$ cat src/logic/conv_pkg.sv
// shared constants, types and register map of the converter control block
package conv_pkg;

  // widths
  localparam int RES_W = 10;
  localparam int CHAN_W = 6;
  localparam int DIV_W = 6;
  localparam int PREF_W = 3;

  // register byte offsets
  localparam logic [7:0] OFS_CTRL = 8'h00;
  localparam logic [7:0] OFS_CHAN = 8'h04;
  localparam logic [7:0] OFS_RESULT = 8'h08;
  localparam logic [7:0] OFS_STATUS = 8'h0c;
  localparam logic [7:0] OFS_MASK = 8'h10;
  localparam logic [7:0] OFS_THRESH = 8'h14;

  // control word field positions
  localparam int CTRL_EN = 0;
  localparam int CTRL_GO = 1;
  localparam int CTRL_CONT = 2;
  localparam int CTRL_CLKSRC = 3;
  localparam int CTRL_NREF = 4;
  localparam int CTRL_PREF_LSB = 5;
  localparam int CTRL_DIV_LSB = 8;

  // status and mask word field positions
  localparam int ST_DONE = 0;
  localparam int ST_THR = 1;
  localparam int ST_BUSY = 8;

  // reset values
  localparam logic [CHAN_W-1:0] CHAN_RST = 6'h00;
  localparam logic [PREF_W-1:0] PREF_RST = 3'h0;
  localparam logic [DIV_W-1:0] DIV_RST = 6'h00;
  localparam logic [1:0] MASK_RST = 2'h0;
  localparam logic [RES_W-1:0] THRESH_RST = 10'h3ff;

  // channel select codes
  localparam logic [CHAN_W-1:0] CH_PIN_LAST = 6'h17;
  localparam logic [CHAN_W-1:0] CH_GND = 6'h3c;
  localparam logic [CHAN_W-1:0] CH_TEMP = 6'h3d;
  localparam logic [CHAN_W-1:0] CH_DAC = 6'h3e;
  localparam logic [CHAN_W-1:0] CH_FVR = 6'h3f;

  // positive reference codes, above PREF_FVR4 is not a source
  localparam logic [PREF_W-1:0] PREF_PIN = 3'h0;
  localparam logic [PREF_W-1:0] PREF_SUPPLY = 3'h1;
  localparam logic [PREF_W-1:0] PREF_FVR1 = 3'h2;
  localparam logic [PREF_W-1:0] PREF_FVR2 = 3'h3;
  localparam logic [PREF_W-1:0] PREF_FVR4 = 3'h4;

  // conversion timing in half bit periods: 11.5 periods, 1.5 sampling
  localparam logic [4:0] HALF_CONV = 5'h17;
  localparam logic [4:0] HALF_SAMPLE = 5'h03;

  // source that the channel code connects
  typedef enum logic [2:0] {
    SRC_NONE, SRC_PIN, SRC_GND, SRC_TEMP, SRC_DAC, SRC_FVR
  } chan_src_e;

  // conversion sequencer states
  typedef enum logic {ST_IDLE, ST_CONV} conv_state_e;

  // settings as seen by the converter side
  typedef struct packed {
    logic cont;
    logic neg_ref;
    logic [PREF_W-1:0] pos_ref;
    logic [CHAN_W-1:0] chan;
  } conv_cfg_s;

  // drive toward the analog front end
  typedef struct packed {
    chan_src_e src;
    logic connect;
    logic [CHAN_W-1:0] chan;
    logic [PREF_W-1:0] pos_ref;
    logic neg_ref;
    logic sample;
    logic [RES_W-1:0] trial;
  } analog_ctl_s;

endpackage

$ cat src/logic/conv_tick_gen.sv
// half bit period tick from the rc clock pin or the oscillator divider
`timescale 1ns/1ps
module conv_tick_gen #(
  parameter int DIV_W = conv_pkg::DIV_W
) (
  // clock, reset, freeze
  input wire logic core_clk,
  input wire logic rst_n,
  input wire logic ce,
  // clock choice
  input wire logic internal_rc_clock,
  input wire logic conv_clock_source_select,
  input wire logic [DIV_W-1:0] conv_clock_divider,
  // one pulse per half bit period
  output logic half_tick
);

  logic rc_s1_q; // first synchroniser stage
  logic rc_s2_q; // second synchroniser stage
  logic rc_s3_q; // edge history
  logic [DIV_W-1:0] div_cnt_q; // core clocks within a half period
  logic rc_edge; // either edge of the rc clock
  logic div_hit; // divider half period reached

  assign rc_edge = rc_s2_q ^ rc_s3_q;
  assign div_hit = div_cnt_q >= conv_clock_divider;

  // clock mux: each rc edge or each divider wrap is half a period
  assign half_tick = ce && (conv_clock_source_select ? rc_edge : div_hit);

  // bring the rc clock pin into the core clock
  always_ff @(posedge core_clk) begin
    if (!rst_n) begin
      rc_s1_q <= 1'b0;
      rc_s2_q <= 1'b0;
      rc_s3_q <= 1'b0;
    end else if (ce) begin
      rc_s1_q <= internal_rc_clock;
      rc_s2_q <= rc_s1_q;
      rc_s3_q <= rc_s2_q;
    end
  end

  // field+1 core clocks per half, so the ratio is 2*field+2
  always_ff @(posedge core_clk) begin
    if (!rst_n) begin
      div_cnt_q <= '0;
    end else if (ce) begin
      if (conv_clock_source_select || div_hit) begin
        div_cnt_q <= '0;
      end else begin
        div_cnt_q <= DIV_W'(div_cnt_q + 1'b1);
      end
    end
  end

  chk_rc_only_ticks: assert property (
    @(posedge core_clk) disable iff (!rst_n)
    (conv_clock_source_select && !rc_edge) |-> !half_tick)
    else $error("tick without rc edge while rc clock chosen");

  // a rewrite of the divider field may legally retime the next tick
  chk_div_ratio: assert property (
    @(posedge core_clk) disable iff (!rst_n || !ce)
    (!conv_clock_source_select && half_tick && conv_clock_divider != '0)
      ##1 (!conv_clock_source_select && conv_clock_divider != '0)
      |-> !half_tick)
    else $error("divider ticked on consecutive cycles");

endmodule

$ cat src/logic/conv_ctrl.sv
// converter control: registers, clock choice, sequencer and analog drive
//
// The AHB-Lite register port and the register addresses were chosen for this implementation.
`timescale 1ns/1ps
// Overview of operation
// - ten bit successive approximation result stored
// - codes 0 to 0x17 select port pins
// - top codes select fixed reference, dac, temperature, ground
// - reserved channel codes connect nothing
// - positive reference from five sources
// - negative reference from pin or ground
// - source bit picks rc or oscillator
// - divider ratio is twice field plus two
// - conversion lasts eleven and half periods
// - control follows the chosen converter clock
// - done and threshold interrupts, both wake
// - done flag set on every completion
// - go cleared at completion unless continuous
module conv_ctrl #(
  parameter int RES_W = conv_pkg::RES_W,
  parameter int CHAN_W = conv_pkg::CHAN_W,
  parameter int DIV_W = conv_pkg::DIV_W
) (
  // clock, reset, freeze
  input wire logic core_clk,
  input wire logic rst_n,
  input wire logic ce,
  // ahb-lite slave
  input wire logic hsel,
  input wire logic [31:0] haddr,
  input wire logic [1:0] htrans,
  input wire logic hwrite,
  input wire logic [2:0] hsize,
  input wire logic [31:0] hwdata,
  input wire logic hready,
  output logic hreadyout,
  output logic hresp,
  output logic [31:0] hrdata,
  // analog front end
  input wire logic internal_rc_clock,
  input wire logic cmp_in,
  output conv_pkg::analog_ctl_s ana_ctl,
  // interrupt and wake request
  output logic irq
);

  // bus phase tracking
  logic take; // address phase accepted
  logic [7:0] addr_q; // latched word address
  logic wr_ph_q; // write data phase
  logic rd_ph_q; // read wait cycle
  logic [31:0] hrdata_q; // read data
  logic [31:0] rd_val; // read mux

  // software registers
  logic en_q; // block enable
  logic go_q; // conversion_go
  logic cont_q; // continuous_conversion
  logic clksrc_q; // conv_clock_source_select
  logic nref_q; // neg_ref_select
  logic [2:0] pref_q; // pos_ref_select
  logic [DIV_W-1:0] div_q; // conv_clock_divider
  logic [CHAN_W-1:0] chan_q; // input_channel_select
  logic [1:0] mask_q; // interrupt mask
  logic [1:0] status_q; // sticky events
  logic [RES_W-1:0] thresh_q; // threshold level
  logic [RES_W-1:0] result_q; // conversion_result
  logic irq_q; // interrupt level

  // converter side
  conv_pkg::conv_cfg_s act_q; // settings taken on a converter tick
  conv_pkg::conv_state_e state_q; // sequencer state
  logic [4:0] cnt_q; // half periods since start
  logic [4:0] cnt_nx; // next half period count
  logic [RES_W-1:0] sar_q; // trial code
  logic [RES_W-1:0] tmask_q; // bit under test
  logic [RES_W-1:0] sar_dec; // trial after the comparator decision
  logic cmp_s1_q; // comparator synchroniser stage one
  logic cmp_s2_q; // comparator synchroniser stage two
  logic half_tick; // converter clock, half period
  logic done_pulse; // conversion finished this cycle
  logic [1:0] ev_set; // events raised this cycle
  logic [1:0] st_clr; // status bits read this cycle
  conv_pkg::analog_ctl_s ana_q; // registered analog drive

  // word address match
  function automatic logic reg_hit(input logic [7:0] a,
                                   input logic [7:0] ofs);
    reg_hit = (a[7:2] == ofs[7:2]);
  endfunction

  // which source a channel code connects
  function automatic conv_pkg::chan_src_e chan_source(
    input logic [CHAN_W-1:0] c);
    chan_source = conv_pkg::SRC_NONE; // reserved codes
    if (c <= conv_pkg::CH_PIN_LAST) begin
      chan_source = conv_pkg::SRC_PIN;
    end else if (c == conv_pkg::CH_FVR) begin
      chan_source = conv_pkg::SRC_FVR;
    end else if (c == conv_pkg::CH_DAC) begin
      chan_source = conv_pkg::SRC_DAC;
    end else if (c == conv_pkg::CH_TEMP) begin
      chan_source = conv_pkg::SRC_TEMP;
    end else if (c == conv_pkg::CH_GND) begin
      chan_source = conv_pkg::SRC_GND;
    end
  endfunction

  // converter clock from rc pin or oscillator divider
  conv_tick_gen #(
    .DIV_W(DIV_W)
  ) u_tick (
    .core_clk(core_clk),
    .rst_n(rst_n),
    .ce(ce),
    .internal_rc_clock(internal_rc_clock),
    .conv_clock_source_select(clksrc_q),
    .conv_clock_divider(div_q),
    .half_tick(half_tick)
  );

  // bus answer: writes take no wait, reads one wait cycle
  assign take = hsel && hready && htrans[1];
  assign hreadyout = !rd_ph_q;
  assign hresp = 1'b0;
  assign hrdata = hrdata_q;
  assign irq = irq_q;
  assign ana_ctl = ana_q;

  // sequencer arithmetic
  assign cnt_nx = 5'(cnt_q + 5'h01);
  assign sar_dec = cmp_s2_q ? sar_q : (sar_q & ~tmask_q);
  assign done_pulse = half_tick && state_q == conv_pkg::ST_CONV &&
                      en_q && go_q && cnt_nx == conv_pkg::HALF_CONV;
  assign ev_set[conv_pkg::ST_DONE] = done_pulse;
  assign ev_set[conv_pkg::ST_THR] = done_pulse && sar_dec >= thresh_q;
  assign st_clr = (rd_ph_q && reg_hit(addr_q, conv_pkg::OFS_STATUS)) ?
                  2'h3 : 2'h0;

  // bus phase capture
  always_ff @(posedge core_clk) begin
    if (!rst_n) begin
      addr_q <= 8'h00;
      wr_ph_q <= 1'b0;
      rd_ph_q <= 1'b0;
    end else if (ce) begin
      wr_ph_q <= take && hwrite;
      rd_ph_q <= take && !hwrite;
      if (take) begin
        addr_q <= haddr[7:0];
      end
    end
  end

  // read mux, unmapped words read zero
  always_comb begin
    rd_val = 32'h0000_0000;
    if (reg_hit(addr_q, conv_pkg::OFS_CTRL)) begin
      rd_val[conv_pkg::CTRL_EN] = en_q;
      rd_val[conv_pkg::CTRL_GO] = go_q;
      rd_val[conv_pkg::CTRL_CONT] = cont_q;
      rd_val[conv_pkg::CTRL_CLKSRC] = clksrc_q;
      rd_val[conv_pkg::CTRL_NREF] = nref_q;
      rd_val[conv_pkg::CTRL_PREF_LSB +: 3] = pref_q;
      rd_val[conv_pkg::CTRL_DIV_LSB +: DIV_W] = div_q;
    end else if (reg_hit(addr_q, conv_pkg::OFS_CHAN)) begin
      rd_val[CHAN_W-1:0] = chan_q;
    end else if (reg_hit(addr_q, conv_pkg::OFS_RESULT)) begin
      rd_val[RES_W-1:0] = result_q;
    end else if (reg_hit(addr_q, conv_pkg::OFS_STATUS)) begin
      rd_val[1:0] = status_q;
      rd_val[conv_pkg::ST_BUSY] = state_q == conv_pkg::ST_CONV;
    end else if (reg_hit(addr_q, conv_pkg::OFS_MASK)) begin
      rd_val[1:0] = mask_q;
    end else if (reg_hit(addr_q, conv_pkg::OFS_THRESH)) begin
      rd_val[RES_W-1:0] = thresh_q;
    end
  end

  // read data loads in the wait cycle
  always_ff @(posedge core_clk) begin
    if (!rst_n) begin
      hrdata_q <= 32'h0000_0000;
    end else if (ce && rd_ph_q) begin
      hrdata_q <= rd_val;
    end
  end

  // configuration writes
  always_ff @(posedge core_clk) begin
    if (!rst_n) begin
      en_q <= 1'b0;
      cont_q <= 1'b0;
      clksrc_q <= 1'b0;
      nref_q <= 1'b0;
      pref_q <= conv_pkg::PREF_RST;
      div_q <= conv_pkg::DIV_RST;
      chan_q <= conv_pkg::CHAN_RST;
      mask_q <= conv_pkg::MASK_RST;
      thresh_q <= conv_pkg::THRESH_RST;
    end else if (ce && wr_ph_q) begin
      if (reg_hit(addr_q, conv_pkg::OFS_CTRL)) begin
        en_q <= hwdata[conv_pkg::CTRL_EN];
        cont_q <= hwdata[conv_pkg::CTRL_CONT];
        clksrc_q <= hwdata[conv_pkg::CTRL_CLKSRC];
        nref_q <= hwdata[conv_pkg::CTRL_NREF];
        div_q <= hwdata[conv_pkg::CTRL_DIV_LSB +: DIV_W];
        // codes past the five sources fall back to the supply
        if (hwdata[conv_pkg::CTRL_PREF_LSB +: 3] > conv_pkg::PREF_FVR4) begin
          pref_q <= conv_pkg::PREF_SUPPLY;
        end else begin
          pref_q <= hwdata[conv_pkg::CTRL_PREF_LSB +: 3];
        end
      end
      if (reg_hit(addr_q, conv_pkg::OFS_CHAN)) begin
        chan_q <= hwdata[CHAN_W-1:0];
      end
      if (reg_hit(addr_q, conv_pkg::OFS_MASK)) begin
        mask_q <= hwdata[1:0];
      end
      if (reg_hit(addr_q, conv_pkg::OFS_THRESH)) begin
        thresh_q <= hwdata[RES_W-1:0];
      end
    end
  end

  // go bit: software write wins, completion clears it unless continuous
  always_ff @(posedge core_clk) begin
    if (!rst_n) begin
      go_q <= 1'b0;
    end else if (ce) begin
      if (wr_ph_q && reg_hit(addr_q, conv_pkg::OFS_CTRL)) begin
        go_q <= hwdata[conv_pkg::CTRL_GO];
      end else if (done_pulse && !act_q.cont) begin
        go_q <= 1'b0;
      end
    end
  end

  // settings are taken only on a converter clock tick while idle
  always_ff @(posedge core_clk) begin
    if (!rst_n) begin
      act_q <= '0;
    end else if (half_tick && state_q == conv_pkg::ST_IDLE) begin
      act_q.cont <= cont_q;
      act_q.neg_ref <= nref_q;
      act_q.pos_ref <= pref_q;
      act_q.chan <= chan_q;
    end
  end

  // comparator pin synchroniser
  always_ff @(posedge core_clk) begin
    if (!rst_n) begin
      cmp_s1_q <= 1'b0;
      cmp_s2_q <= 1'b0;
    end else if (ce) begin
      cmp_s1_q <= cmp_in;
      cmp_s2_q <= cmp_s1_q;
    end
  end

  // successive approximation sequencer, one step per half period
  always_ff @(posedge core_clk) begin
    if (!rst_n) begin
      state_q <= conv_pkg::ST_IDLE;
      cnt_q <= 5'h00;
      sar_q <= '0;
      tmask_q <= '0;
    end else if (half_tick) begin
      case (state_q)
        conv_pkg::ST_IDLE: begin
          // continuous mode restarts here while go stays set
          if (en_q && go_q) begin
            state_q <= conv_pkg::ST_CONV;
            cnt_q <= 5'h00;
            sar_q <= '0;
            tmask_q <= '0;
          end
        end
        conv_pkg::ST_CONV: begin
          if (!en_q || !go_q) begin
            // abort: partial code dropped, result kept
            state_q <= conv_pkg::ST_IDLE;
          end else begin
            cnt_q <= cnt_nx;
            if (cnt_nx == conv_pkg::HALF_SAMPLE) begin
              // sampling over, first trial on the top bit
              sar_q <= {1'b1, {(RES_W-1){1'b0}}};
              tmask_q <= {1'b1, {(RES_W-1){1'b0}}};
            end else if (cnt_nx > conv_pkg::HALF_SAMPLE && cnt_nx[0]) begin
              if (cnt_nx == conv_pkg::HALF_CONV) begin
                state_q <= conv_pkg::ST_IDLE;
              end else begin
                // keep or drop this bit, then try the next one
                sar_q <= sar_dec | (tmask_q >> 1);
                tmask_q <= tmask_q >> 1;
              end
            end
          end
        end
        default: begin
          state_q <= conv_pkg::ST_IDLE;
        end
      endcase
    end
  end

  // result register updates only on completion
  always_ff @(posedge core_clk) begin
    if (!rst_n) begin
      result_q <= '0;
    end else if (done_pulse) begin
      result_q <= sar_dec;
    end
  end

  // sticky events, a status read clears, a new event wins
  always_ff @(posedge core_clk) begin
    if (!rst_n) begin
      status_q <= 2'h0;
    end else if (ce) begin
      status_q <= (status_q & ~st_clr) | ev_set;
    end
  end

  // interrupt level also serves as the wake request
  always_ff @(posedge core_clk) begin
    if (!rst_n) begin
      irq_q <= 1'b0;
    end else if (ce) begin
      irq_q <= |(status_q & mask_q);
    end
  end

  // analog drive from the settings in force
  always_ff @(posedge core_clk) begin
    if (!rst_n) begin
      ana_q <= '0;
    end else if (ce) begin
      ana_q.src <= chan_source(act_q.chan);
      ana_q.connect <= chan_source(act_q.chan) != conv_pkg::SRC_NONE;
      ana_q.chan <= act_q.chan;
      ana_q.pos_ref <= act_q.pos_ref;
      ana_q.neg_ref <= act_q.neg_ref;
      ana_q.sample <= state_q == conv_pkg::ST_CONV &&
                      cnt_q < conv_pkg::HALF_SAMPLE;
      ana_q.trial <= sar_q;
    end
  end

  chk_done_flag: assert property (
    @(posedge core_clk) disable iff (!rst_n)
    done_pulse |=> status_q[conv_pkg::ST_DONE])
    else $error("done flag not set after completion");

  chk_go_clear: assert property (
    @(posedge core_clk) disable iff (!rst_n)
    (done_pulse && !act_q.cont && !wr_ph_q) |=> !go_q)
    else $error("go still set after single conversion");

  chk_go_cont: assert property (
    @(posedge core_clk) disable iff (!rst_n)
    (done_pulse && act_q.cont && !wr_ph_q) |=> go_q)
    else $error("go cleared in continuous mode");

  chk_reserved_open: assert property (
    @(posedge core_clk) disable iff (!rst_n || !ce)
    (act_q.chan > conv_pkg::CH_PIN_LAST && act_q.chan < conv_pkg::CH_GND)
      |=> !ana_q.connect)
    else $error("reserved channel code connected an input");

  chk_top_codes: assert property (
    @(posedge core_clk) disable iff (!rst_n || !ce)
    (act_q.chan == conv_pkg::CH_GND) |=> ana_q.src == conv_pkg::SRC_GND)
    else $error("ground code did not select ground");

  chk_pin_codes: assert property (
    @(posedge core_clk) disable iff (!rst_n || !ce)
    (act_q.chan <= conv_pkg::CH_PIN_LAST) |=> ana_q.src == conv_pkg::SRC_PIN)
    else $error("pin code did not select a pin");

  chk_conv_length: assert property (
    @(posedge core_clk) disable iff (!rst_n)
    done_pulse |-> cnt_q == 5'h16 && tmask_q[0])
    else $error("conversion length not eleven and a half periods");

  chk_result_hold: assert property (
    @(posedge core_clk) disable iff (!rst_n)
    !done_pulse |=> $stable(result_q))
    else $error("result changed without a completion");

  chk_cfg_sync: assert property (
    @(posedge core_clk) disable iff (!rst_n)
    (act_q.chan != $past(act_q.chan)) |-> $past(half_tick))
    else $error("settings moved off a converter tick");

  chk_irq_level: assert property (
    @(posedge core_clk) disable iff (!rst_n || !ce)
    (status_q[conv_pkg::ST_THR] && mask_q[conv_pkg::ST_THR]) |=> irq)
    else $error("unmasked threshold event raised no interrupt");

endmodule

$ cat config.mk
export PLATFORM = sky130hd
export DESIGN_NAME = conv_ctrl
export DESIGN_NICKNAME = d
export VERILOG_FILES = /design/src/logic/conv_pkg.sv /design/src/logic/conv_tick_gen.sv /design/src/logic/conv_ctrl.sv
export SDC_FILE = /design/constraint.sdc
export NUM_CORES = 1
export LEC_CHECK = 0
export BUFFER_PORTS_ARGS = -buffer_cell sky130_fd_sc_hd__buf_2
export CORE_MARGIN = 3
export CORE_UTILIZATION = 25
export DETAILED_ROUTE_END_ITERATION = 10
export GPL_TIMING_DRIVEN = 1
export PLACE_DENSITY_LB_ADDON = 0.3
export SYNTH_ARGS = -nofsm -noshare
export SYNTH_HDL_FRONTEND = slang
export SYNTH_SLANG_ARGS = --single-unit
$ cat constraint.sdc
create_clock -name core_clk -period 3 [get_ports core_clk]
set_clock_uncertainty 0.15 [all_clocks]
set_input_delay 0.6 -clock core_clk [delete_from_list [all_inputs] [get_ports core_clk]]
set_output_delay 0.6 -clock core_clk [all_outputs]
set_load 0.01 [all_outputs]
==> metrics.txt <==
Clk Latency, worst-skew pair=~0.42 ns; Seq/Total Area, Yosys=0.431; Synth Cell Area=6500 um^2; Setup CP Type=reg2reg; vias in the first global route=5009; CTS tree=yes; clock power share=0.521; Startpoint Class=flop; Post-Syn Area per Cell=slightly below 9 um^2; CP cell instances=ha_1 -> xor2_1 -> o2111a_2 -> nand2_1 -> nor3_4 -> mux2i_1; WP data required=3.19 ns; vias per std cell=4.66; final wirelength=approximately 18000 um; Hold WC Path Type=in2reg; max-cap viol count=0; Lkg Pwr=0.00300 uW; Wirelength per Cell=~16 um; initial DRC count=441; Seq pwr share=0.437; core area=25400 um^2; Synth Register Bits=140; initial antenna violation count=1; top post-synthesis cells by area=dfxtp_1 43%, mux2i_1 10%, nand2_1 6.6%; Slowest Stage Delay on Critical Path=0.66 ns; post-synthesis async set-or-reset flop share=0; worst slew pin tran=0.805 ns; ys flop type=dfxtp_1; Layout Utilization=0.302; Bufs and invs on worst path=0; fin crit share=0.871; P per Cell Area=560 nW/um^2; CTS sink count=140; fill cell count=2723; # diodes=0; Yosys top cell area share=0.431; Post-CTS Setup Inserts=0; Die Wd=around 170 um; CTS root buf=clkbuf_16; logic gate share of total power=0.041; FMAX=383 MHz; final HPWL from detailed placement=12400 um; max-slew violations=0; Switching Fraction=0.228; Final Wtd Congestion=slightly below 0.8; status=completed; fin crit period=2.61 ns; Synth cell types=63; Cells after Synth=741; Vias=5272; EDFF count, synth=0; CTS Buf Count=17; largest net degree at the start of global routing=86; peak supply drop=399 uV; Crit. End Element=flop; Std-Cell Rows=58; area of the multi-input gates=3290 um^2; final setup vio count=0; area grow syn2layout=18.1%; # DRC=0; I/O pins=137; Rel. slew slack=0.462; I/O Buffers=between 60 and 70; grt ovf=0; Final Hold Viols=0; nets=885; H-tree depth=4; Clock transition at path regs=0.06 ns; Synth area leader=dfxtp_1; worst-path fanout max=11; Clock Path Buffers=2; fraction of layout cells with a size suffix above 1=0.155; CP max stage cell=nor3_4; delay-heaviest family, CP=simple AND/OR/NAND/NOR gates; die height=~170 um; WP data arrival=between 2 and 3 ns; DP Cell Count=1100; first-pass GRT wire length=28200 um; Final ANT Viol Nets=0; register area=2800 um^2; Ys Warns=0; RSZ-0062 raised after global routing=no; 1st-pass router iterations=5; total track usage=0.127; Sw Pwr=between 900 and 1000 uW; Pint=roughly 3300 uW; post-route setup TNS=0 ns; non-filler cells, final=~1100; Initial Util=0.256; Die ar.=28000 um^2
-- layout by cell type (no fill, tap or decap), drive strengths merged, types with 3 or more instances in the layout --
master / instances
a21oi: 57
a211oi: 9
clkinvlp: 3
a221o: 3
xnor2: 3
o21ai: 29
nand4: 21
bufinv: 4
nand2b: 6
nor4b: 3
xor2: 4
a22oi: 4
nor2: 55
conb: 19
a222oi: 3
and3: 3
o211ai: 9
clkinv: 5
o31ai: 13
ha: 19
dfxtp: 140
a21boi: 10
and4: 4
a211o: 4
o22ai: 3
and2: 10
clkbuf: 19
nand2: 115
mux2i: 66
nor3: 4
buf: 82
inv: 22
a31oi: 6
nand3: 17
nor2b: 3
-- cells in the mapped netlist (2+ instances only) --
cell type      instances
dlygate4sd1_1          2
ha_1                  19
a211oi_1               8
nand3b_1               2
o211ai_1               9
and3_1                 3
o31ai_1               13
nand2_1              114
inv_1                 21
buf_1                  2
a21oi_1               57
nand4_1               21
a21o_1                 2
nor4_2                 2
xnor2_1                3
xor2_1                 4
o22ai_1                3
a211o_1                4
buf_6                  5
buf_4                 20
a31oi_1                6
nor2b_1                3
and2_1                10
a21boi_0              10
nor4b_1                2
mux2i_1               66
dfxtp_1              140
nor2_1                55
buf_2                 13
nand3_1               17
a221o_1                3
nor3b_1                2
a221oi_1               2
o21ai_0               29
a311oi_1               2
or4_1                  2
a22oi_1                3
a222oi_1               3
clkbuf_1              27
and4_1                 2
nor3_1                 3
nand2b_1               6
-- metrics by stage --
step	hold WS [ns]	setup WS (ns)	cell area (um^2)	power, uW
floorplan	0.282	0.843	6570	2050
global placement	0.288	0.134	7040	2100
detailed placement	0.293	0.145	7040	2100
CTS	0.250	0.0454	7670	4350
global route	0.262	0.205	7670	4460
finish	0.267	0.388	7670	4300
-- worst reg2reg max path, cell delays in order, from the launching register on --
cell      delay [ns]
dfxtp_1         0.50
ha_1            0.33
xor2_1          0.22
o2111a_2        0.27
nand2_1         0.11
nor3_4          0.66
mux2i_1         0.29
-- final timing paths --
check / startpoint / to / slack (ns) / depth (start not counted)
min reg2reg: hrdata[12] / hrdata[12] / 0.30 / 2
max reg2reg: cnt_q[0] / result_q[4] / 0.39 / 6
max: cnt_q[0] / result_q[4] / 0.39 / 6
min: haddr[3] / addr_q[3] / 0.27 / 3
-- registers in the layout, indices dropped and copies added, names as in the netlist, 2 cells and up --
| name | flops |
|---|---|
| status_q | 2 |
| cnt_q | 5 |
| u_tick.div_cnt_q | 6 |
| chan_q | 6 |
| act_q | 11 |
| tmask_q | 10 |
| pref_q | 3 |
| div_q | 6 |
| thresh_q | 10 |
| result_q | 10 |
| ana_ctl | 25 |
| addr_q | 6 |
| hrdata | 14 |
| sar_q | 10 |
| mask_q | 2 |
-- final cells by class --
cell class,count,share of cell area
Clock buffer,19,0.0564
Tap cell,330,0.0538
Inverter,21,0.0103
Timing Repair Buffer,82,0.0610
Sequential cell,140,0.365
Clock inverter,13,0.0249
Multi-Input combinational cell,527,0.428
-- logic make-up (layout without fill, tap and decap cells) --
logic type / count (synthesis) / after routing / synth area share
AO/OA/AOI/OAI: 164 / 164 / 0.162
XOR/XNOR: 7 / 7 / 0.00943
adder cells (fa/ha/maj): 19 / 19 / 0.0366
buffers and inverters: 92 / 135 / 0.0762
flip-flops: 140 / 140 / 0.431
multiplexers: 66 / 66 / 0.102
other: 1 / 19 / 0.000577
AND/OR/NAND/NOR: 252 / 252 / 0.182
-- power groups by stage --
| stage | logic [uW] | registers, uW | clock network (uW) |
|---|---|---|---|
| global placement | 179 | 1920 | 0 |
| floorplan | 131 | 1920 | 0 |
| finish | 178 | 1880 | 2240 |
| CTS | 180 | 1880 | 2290 |
| detailed placement | 179 | 1920 | 0 |
| global route | 197 | 1880 | 2380 |
-- timing repair --
item / in CTS / in global routing
endpoints found under the setup margin: 0 / 11
resized for setup: 0 / 1
hold endpoints to repair: 0 / 0
hold buffers: 0 / 0
-- metal layers --
layer / track usage / vias up / wire, um
li1: - / 2687 / -
met1: 0.173 / 2425 / 8500
met2: 0.189 / 132 / 7730
met3: 0.0385 / 26 / 1020
met4: 0.0487 / 2 / 451
met5: 0 / - / 7
Note: power is estimated with default switching activity, not from simulation.
